--- src/common/lpclk_consts.svh ---
// Timing constants and reset levels for the low-power clock handshake
`ifndef LPCLK_CONSTS_SVH
`define LPCLK_CONSTS_SVH

`define LPCLK_CLK_PERIOD_NS    20
`define LPCLK_REQ_RESET        1'h1
`define LPCLK_ACK_RESET        1'h1
`define LPCLK_CREQ_RESET       1'h1
`define LPCLK_CREQ_TO_ACK_CYC  1
`define LPCLK_DOWN_SEQ_CYC     4
`define LPCLK_UP_SEQ_CYC       4
`define LPCLK_SEQ_CNT_W        8

`endif

--- src/common/lpclk_pkg.sv ---
// Types shared by both ends of the low-power clock handshake
package lpclk_pkg;

  typedef enum logic [2:0] {
    LPCLK_RUN,
    LPCLK_POWER_DOWN,
    LPCLK_ACK_DELAY,
    LPCLK_LOW_POWER,
    LPCLK_POWER_UP,
    LPCLK_WAIT_REQ,
    LPCLK_DENIED
  } lpclk_dev_state_t;

  typedef enum logic [2:0] {
    LPCLK_C_RUN,
    LPCLK_C_WAIT_ENTRY,
    LPCLK_C_GATED,
    LPCLK_C_WAIT_EXIT
  } lpclk_ctl_state_t;

endpackage : lpclk_pkg

--- src/common/lpclk_if.sv ---
// Interface joining peripheral end and clock controller end
`timescale 1ns/100ps
interface lpclk_if;
  logic clock_required;
  logic lowpower_request;
  logic lowpower_ack;

  modport periph (
    output clock_required,
    output lowpower_ack,
    input  lowpower_request
  );

  modport ctrl (
    input  clock_required,
    input  lowpower_ack,
    output lowpower_request
  );
endinterface : lpclk_if

--- src/core/lpclk_periph.sv ---
// Peripheral end of the low-power clock handshake
`timescale 1ns/100ps
`include "lpclk_consts.svh"

// ****************************************************************
// Overview of operation
// ****************************************************************
module lpclk_periph
  import lpclk_pkg::*;
#(
  parameter int DOWN_CYC = `LPCLK_DOWN_SEQ_CYC, // Power-down sequence length
  parameter int UP_CYC   = `LPCLK_UP_SEQ_CYC    // Power-up sequence length
) (
  input  wire logic clock_i,       // Peripheral clock
  input  wire logic arst_n_i,      // Async reset, active low
  lpclk_if.periph   lp,            // Handshake link
  input  wire logic busy_i,        // Work pending, clock needed
  input  wire logic allow_entry_i, // Accept entry requests when high
  output logic      low_power_o,   // In low-power state
  output logic      seq_active_o   // Power-down or power-up running
);

  lpclk_dev_state_t                   state_ff;
  lpclk_dev_state_t                   nxt_state;
  logic [`LPCLK_SEQ_CNT_W-1:0]        cnt_ff;
  logic [`LPCLK_SEQ_CNT_W-1:0]        nxt_cnt;
  logic                               creq_ff;
  logic                               ack_ff;
  logic                               nxt_creq;
  logic                               nxt_ack;
  logic                               lp_ff;
  logic                               seq_ff;

  // ****************************************************************
  // Handshake and status outputs
  // ****************************************************************
  // Driven from a register, never tied: this end has a sequence
  assign lp.clock_required = creq_ff;
  assign lp.lowpower_ack   = ack_ff;
  assign low_power_o       = lp_ff;
  assign seq_active_o      = seq_ff;

  // ****************************************************************
  // Helpers
  // ****************************************************************
  // Counter sits on the last cycle of a phase of len cycles
  function automatic logic cnt_last(input logic [`LPCLK_SEQ_CNT_W-1:0] cnt,
                                    input int                           len);
    return cnt == `LPCLK_SEQ_CNT_W'(len - 1);
  endfunction : cnt_last

  // States in which a power sequence is counting
  function automatic logic in_seq(input lpclk_dev_state_t st);
    return (st == LPCLK_POWER_DOWN) || (st == LPCLK_POWER_UP);
  endfunction : in_seq

  // ****************************************************************
  // Next-state logic
  // ****************************************************************
  always_comb begin
    nxt_state = state_ff;
    nxt_cnt   = cnt_ff;
    nxt_creq  = creq_ff;
    nxt_ack   = ack_ff;
    unique case (state_ff)
      LPCLK_RUN: begin
        // Refusal answers at once with required held high
        nxt_creq = 1'h1;
        if (!lp.lowpower_request) begin
          if (allow_entry_i && !busy_i) begin
            nxt_state = LPCLK_POWER_DOWN;
            nxt_cnt   = '0;
          end else begin
            nxt_ack   = 1'h0;
            nxt_state = LPCLK_DENIED;
          end
        end
      end
      LPCLK_POWER_DOWN: begin
        if (busy_i) begin
          // Late work: refuse instead of stranding it
          nxt_ack   = 1'h0;
          nxt_state = LPCLK_DENIED;
        end else if (cnt_last(cnt_ff, DOWN_CYC)) begin
          nxt_creq  = 1'h0;
          nxt_cnt   = '0;
          nxt_state = LPCLK_ACK_DELAY;
        end else begin
          nxt_cnt = cnt_ff + `LPCLK_SEQ_CNT_W'(1);
        end
      end
      LPCLK_ACK_DELAY: begin
        // Keeps a full cycle between required drop and ack drop
        if (cnt_last(cnt_ff, `LPCLK_CREQ_TO_ACK_CYC)) begin
          nxt_ack   = 1'h0;
          nxt_state = LPCLK_LOW_POWER;
        end else begin
          nxt_cnt = cnt_ff + `LPCLK_SEQ_CNT_W'(1);
        end
      end
      LPCLK_LOW_POWER: begin
        // Either side may start the exit; request wins a tie
        if (lp.lowpower_request) begin
          nxt_cnt   = '0;
          nxt_state = LPCLK_POWER_UP;
        end else if (busy_i) begin
          nxt_creq  = 1'h1;
          nxt_state = LPCLK_WAIT_REQ;
        end
      end
      LPCLK_POWER_UP: begin
        // Required rises only once the wake sequence is done
        if (cnt_last(cnt_ff, UP_CYC)) begin
          nxt_creq  = 1'h1;
          nxt_state = LPCLK_WAIT_REQ;
        end else begin
          nxt_cnt = cnt_ff + `LPCLK_SEQ_CNT_W'(1);
        end
      end
      LPCLK_WAIT_REQ: begin
        // Ack rises one cycle after required in controller exit
        if (lp.lowpower_request) begin
          nxt_ack   = 1'h1;
          nxt_state = LPCLK_RUN;
        end
      end
      LPCLK_DENIED: begin
        // Clock never stopped here; only the exit half remains
        if (lp.lowpower_request) begin
          nxt_ack   = 1'h1;
          nxt_state = LPCLK_RUN;
        end
      end
      default: nxt_state = LPCLK_RUN;
    endcase
  end

  // ****************************************************************
  // State registers
  // ****************************************************************
  always_ff @(posedge clock_i or negedge arst_n_i) begin
    if (!arst_n_i) begin
      state_ff <= LPCLK_RUN;
    end else begin
      state_ff <= nxt_state;
    end
  end

  // ****************************************************************
  // Phase counter
  // ****************************************************************
  always_ff @(posedge clock_i or negedge arst_n_i) begin
    if (!arst_n_i) begin
      cnt_ff <= '0;
    end else begin
      cnt_ff <= nxt_cnt;
    end
  end

  // ****************************************************************
  // Handshake registers
  // ****************************************************************
  always_ff @(posedge clock_i or negedge arst_n_i) begin
    if (!arst_n_i) begin
      creq_ff <= `LPCLK_CREQ_RESET;
      ack_ff  <= `LPCLK_ACK_RESET;
    end else begin
      creq_ff <= nxt_creq;
      ack_ff  <= nxt_ack;
    end
  end

  // ****************************************************************
  // Status registers
  // ****************************************************************
  always_ff @(posedge clock_i or negedge arst_n_i) begin
    if (!arst_n_i) begin
      lp_ff  <= 1'h0;
      seq_ff <= 1'h0;
    end else begin
      lp_ff  <= (nxt_state == LPCLK_LOW_POWER);
      seq_ff <= in_seq(nxt_state);
    end
  end

endmodule : lpclk_periph

--- src/flat_wrapper.sv ---
// flat-port wrapper written by rule: the top's interface ports become plain ports
module lpclk_periph_flat import lpclk_pkg::*;
#(
  parameter int DOWN_CYC = `LPCLK_DOWN_SEQ_CYC,                              
  parameter int UP_CYC   = `LPCLK_UP_SEQ_CYC                               
)
  (clock_i, arst_n_i, busy_i, allow_entry_i, low_power_o, seq_active_o, lp_clock_required, lp_lowpower_ack, lp_lowpower_request);
  lpclk_if lp_i ();
  input  wire logic clock_i;
  input  wire logic arst_n_i;
  input  wire logic busy_i;
  input  wire logic allow_entry_i;
  output logic low_power_o;
  output logic seq_active_o;
  output wire logic [$bits(lp_i.clock_required)-1:0] lp_clock_required;
  output wire logic [$bits(lp_i.lowpower_ack)-1:0] lp_lowpower_ack;
  input wire logic [$bits(lp_i.lowpower_request)-1:0] lp_lowpower_request;
  assign lp_clock_required = lp_i.clock_required;
  assign lp_lowpower_ack = lp_i.lowpower_ack;
  assign lp_i.lowpower_request = lp_lowpower_request;
  lpclk_periph #(.DOWN_CYC(DOWN_CYC), .UP_CYC(UP_CYC)) u_core (.clock_i(clock_i), .arst_n_i(arst_n_i), .lp(lp_i), .busy_i(busy_i), .allow_entry_i(allow_entry_i), .low_power_o(low_power_o), .seq_active_o(seq_active_o));
endmodule
--- config.mk ---
export PLATFORM = sky130hd
export DESIGN_NAME = lpclk_periph_flat
export DESIGN_NICKNAME = d
export VERILOG_FILES = /design/src/common/lpclk_pkg.sv /design/src/common/lpclk_if.sv /design/src/core/lpclk_periph.sv /design/src/flat_wrapper.sv
export VERILOG_INCLUDE_DIRS = /design/src /design/src/common
export SDC_FILE = /design/constraint.sdc
export NUM_CORES = 1
export LEC_CHECK = 0
export BUFFER_PORTS_ARGS = -buffer_cell sky130_fd_sc_hd__buf_2
export CORE_MARGIN = 3
export CORE_UTILIZATION = 40
export DETAILED_ROUTE_END_ITERATION = 8
export PLACE_DENSITY = 0.6
export SYNTH_ARGS = -nofsm -noshare
export SYNTH_HDL_FRONTEND = slang
export SYNTH_SLANG_ARGS = --single-unit
--- constraint.sdc ---
create_clock -name clock_i -period 2.2 [get_ports clock_i]
set_input_delay 0 -clock clock_i [delete_from_list [all_inputs] [get_ports clock_i]]
set_output_delay 0 -clock clock_i [all_outputs]
set_load 0.05 [all_outputs]
After elaboration in Yosys (flattened, before gate mapping). Index checks and enable logic that the tools add are counted.

Output and inout bits: 4. Word-level logic and storage cells: 73. Bits in registers: 15.

Eq/ne operators: 24. Add/sub/neg operators: 1. Mux-type cells: 30. Reductions and logical operators: 12.

Operator list (number): 8-bit two-way mux (7); 8-bit one-hot mux with 5 select lines (1); 3-bit two-way mux (9); 2-bit inequality test (second input constant) (9); 3-bit one-hot mux with 6 select lines (1); 3-bit == test (second input constant) (4); 6-bit AND reduction (2); 1-bit two-way mux (10); 2-bit by 1-bit inequality test with 1-bit output (second input constant) (5); 3-bit by 2-bit == test with 1-bit output (second input constant) (3); 8-bit by 1-bit adder with 8-bit output (second input constant) (1); 8-bit by 2-bit == test with 1-bit output (second input constant) (1); 8-bit logical NOT (1); 1-bit one-hot mux with 4 select lines (2); 4-bit nonzero test (2); 7-bit AND reduction (1); 3-bit by 1-bit == test with 1-bit output (second input constant) (2); 5-bit nonzero test (1); 3-bit logical NOT (1); 2-bit OR reduction (1); 1-bit logical AND (1); 1-bit logical NOT (1); 1-bit logical OR (1).

Depth between registers and ports, before layout.
Depth in word-level cells: 7. Depth in mapped cells: 7. Depth with buffers taken out: 7.

Least setup slack after synthesis. Ideal clock, no wire load.

Kind: register to register. Start point: reg u_core.cnt_ff[0]. End point: reg u_core.cnt_ff[3]. Stages on the path, launching flop included: 6. Arrival time: 1558 ps. Required time: 2076 ps. Path buffers: 0. Slack: 519 ps. Clock period less this slack: 1681 ps. Cells stage by stage: dfrtp_1 > ha_1 > and3b_1 > o2111ai_4 > a21boi_0 > a211o_1.

Longest elaborated chain between the ends: 4. Elaborated cells on any way between the ends: 11. Classes of those cells: add/sub: 1; eq/ne: 3; mux: 5; reduce/logical: 2.

Ends and longest elaborated chain: from (decl) (RTL line lpclk_periph.sv:25) `` logic [`LPCLK_SEQ_CNT_W-1:0] cnt_ff; ``; from (signal assigned) (RTL line lpclk_periph.sv:156) `cnt_ff <= nxt_cnt;`; 8-bit by 1-bit adder with 8-bit output or 8-bit by 2-bit == test with 1-bit output (tied branches); 8-bit two-way mux (RTL line lpclk_periph.sv:84) `end else if (cnt_last(cnt_ff, DOWN_CYC)) begin`; 8-bit two-way mux (RTL line lpclk_periph.sv:80) `if (busy_i) begin`; 8-bit one-hot mux with 5 select lines (RTL line lpclk_periph.sv:65) `unique case (state_ff)`.

Several ways; a longest one is shown, not always the timed one. The select of a mux whose other input is x is not followed. A chain may end at the register's enable or synchronous reset.

Final worst setup path. Same ends and word-level chain as after synthesis.

==> run metrics <==
largest net degree at the start of global routing=16; post-synth top area cell=dfrtp_1; CP endpoint kind=register; Core Area=between 2000 and 3000 µm²; Relative slew margins=0.7192; DP HPWL=1.726 mm; first-pass GRT wire length=between 3 and 4 mm; status=complete, no violations; initial antenna violation count=0; commonest cells after routing, fill and taps aside=13 x dfrtp_1, 8 x nor2_1, 8 x nand2b_1, 8 x buf_2; Clock Path Buffers=2; die height=about 58 µm; Port-buffer cells=8; total negative slack=0 ns; WS Path Type=reg2reg; r2r startpoint=u_core.cnt_ff[0]$_DFFE_PN0P_; share of cells above drive strength 1=0.2066; Final Non-Filler Cells=approximately 150; die span in x=57.99 µm; R2R depth=5; Synth Instances=112; root buffer cell=clkbuf_4; crit share post-route=0.8352; top post-synthesis cells by area=dfrtp_1 30%, dfstp_2 4.9%, nand2b_1 4.6%, o2bb2ai_1 4.1%, o211ai_1 3.5%; HP Class=in2reg; ys async rst share=1.000; Num Clock Sinks=15; Peak VDD IR=roughly 0.66 mV; setup repair bufs after CTS=0; hold depth=2; Syn Nets=between 100 and 150; Lkg Pwr=between 0.4 and 0.5 nW; FF-to-FF setup slack=0.36 ns; crit path max fanout=10; Layout area overhead=9.028%; post-cts sizing count=0; library cells used by synthesis=between 40 and 50; Placed Area=about 1100 µm²; vias in the first global route=829; Yosys reg bits=15; Pre-antenna DRT Iters=4; final hold violations=0; initial core utilization=0.4286; gpl congestion=approximately 0.8; clock latency on the worst-skew pair=0.28 ns; DR iter-0 viols=46; Setup crit start kind=register; Max Slew Vio Count=0; clock-pin transition on the worst setup and hold timing paths=0.09 ns; std cell rows=18; Syn Std Cell Area=around 1100 µm²; htree depth=1; CTS tree=done; final setup violation count=0; DRC=0; final WL=2.296 mm; unrepaired setup endpoints after global routing=no; most common cell after layout, fill and taps aside=dfrtp_1; transition time of the tightest slew-check pin=around 0.42 ns; Overall Global Routing Usage=0.1554; Yosys top cell area share=0.3009; antenna cells=0; design area=roughly 1200 µm²; PwrDens=roughly 1400 nW/µm²; Period minus WS final=1.837 ns; worst hold endpoint=u_core.state_ff[0]$_DFF_PN0_; mean post-synth cell area=slightly below 10 µm²; Vias=a little over 900; sequential element share of the synthesized area=0.3495; final net count=between 100 and 150; worst hold start=busy_i; # fillers=between 200 and 300; max-cap viol count=0; reg2reg end=u_core.cnt_ff[3]$_DFFE_PN0P_; top_reg_cell synth=dfrtp_1; Syn. warnings=0; Via density=between 6 and 7; die area=between 3000 and 4000 µm²; Num CTS Buffers=3; Worst Path Required=~2.4 ns; routed wire length per instance=~15 µm; worst path arrival time=2.01 ns; Post-synth EDFFs=0; Final ANT Viol Nets=0; gr ovfl total=0; Fmax=544.2 MHz; DP Cell Count=approximately 150; skew final=0.002056 ns; num ports=9
area by class of cell:
cell class | instances | area [µm²] | share of cell area
Clock buffer | 4 | 26.28 | 0.02229
Inverter | 5 | 18.77 | 0.01592
Sequential cell | 15 | 377.9 | 0.3206
Multi-Input combinational cell | 87 | 660.6 | 0.5605
Tap cell | 30 | 37.54 | 0.03185
Timing Repair Buffer | 10 | 57.56 | 0.04883
cells by family after synthesis:
logic type	share of synthesized area
xor gates and xnor gates	0.01621
and+or+nand+nor	0.2500
adders and majority gates	0.02314
muxes	0.009260
DFF	0.3495
buffers and inverters	0.03935
AOI/OAI and AO/OA	0.3125
cell usage after synthesis, types with 3 or more instances:
cell type and number:
buf_2 4, dfrtp_1 13, inv_1 5, nand2_1 4, nand2b_1 8, nand3_1 3, nor2_1 8, o211ai_1 5
o21ai_0 5, o2bb2ai_1 5
layer usage:
layer,vias up,share of wire,GRT usage
li1,441,-,-
met1,453,0.48,0.2140
met2,24,0.46,0.2355
met3,7,0.041,0.04900
met4,0,0.022,0.04305
met5,-,0,0
registers in the layout, summed over array words and instances (netlist names):
| register | count |
|---|---|
| u_core.lp.clock_required | 1 |
| u_core.lp.lowpower_ack | 1 |
| u_core.state_ff | 3 |
| u_core.low_power_o | 1 |
| u_core.seq_active_o | 1 |
| u_core.cnt_ff | 8 |
per-stage QoR:
stage | util | hold WS (ns) | worst slack (ns) | power (mW)
after global routing | 0.4673 | 0.1110 | 0.2058 | 1.780
after CTS | 0.4673 | 0.1007 | 0.3561 | 1.637
after detailed placement | 0.4529 | -0.07340 | 0.3751 | 1.476
final | 0.4673 | 0.1135 | 0.3626 | 1.633
after floorplan | - | -0.2956 | 0.5186 | 1.260
after global placement | 0.4529 | -0.07621 | 0.3790 | 1.453
worst max-delay path by stage:
stage / start / endpoint / cells past startpoint
after global routing: u_core.state_ff[1]$_DFF_PN0_ / u_core.cnt_ff[3]$_DFFE_PN0P_ / 5
after detailed placement: u_core.cnt_ff[0]$_DFFE_PN0P_ / u_core.cnt_ff[3]$_DFFE_PN0P_ / 5
after CTS: u_core.cnt_ff[0]$_DFFE_PN0P_ / u_core.cnt_ff[3]$_DFFE_PN0P_ / 5
after global placement: u_core.cnt_ff[0]$_DFFE_PN0P_ / u_core.cnt_ff[3]$_DFFE_PN0P_ / 5
final: u_core.cnt_ff[0]$_DFFE_PN0P_ / u_core.cnt_ff[3]$_DFFE_PN0P_ / 5
after floorplan: u_core.cnt_ff[0]$_DFFE_PN0P_ / u_core.cnt_ff[3]$_DFFE_PN0P_ / 5
timing repair:
action / 4_1_cts / 5_1_grt
hold buffers: 1 / 0
setup endpoints to repair: 0 / 0
endpoints found under the hold margin: 15 / 0
worst max-delay path: stages, from the launching register on:
cell and delay [ns]:
dfrtp_1 0.40, ha_1 0.28, and3b_1 0.23, o2111ai_4 0.38, a21boi_0 0.15, a211o_1 0.28
where the power goes:
group	total (mW)	internal (mW)	switching, mW
clock network	0.156	0.0703	0.0853
registers	0.468	0.364	0.104
logic	1.01	0.407	0.602
Note: power is estimated with default switching activity, not from simulation.
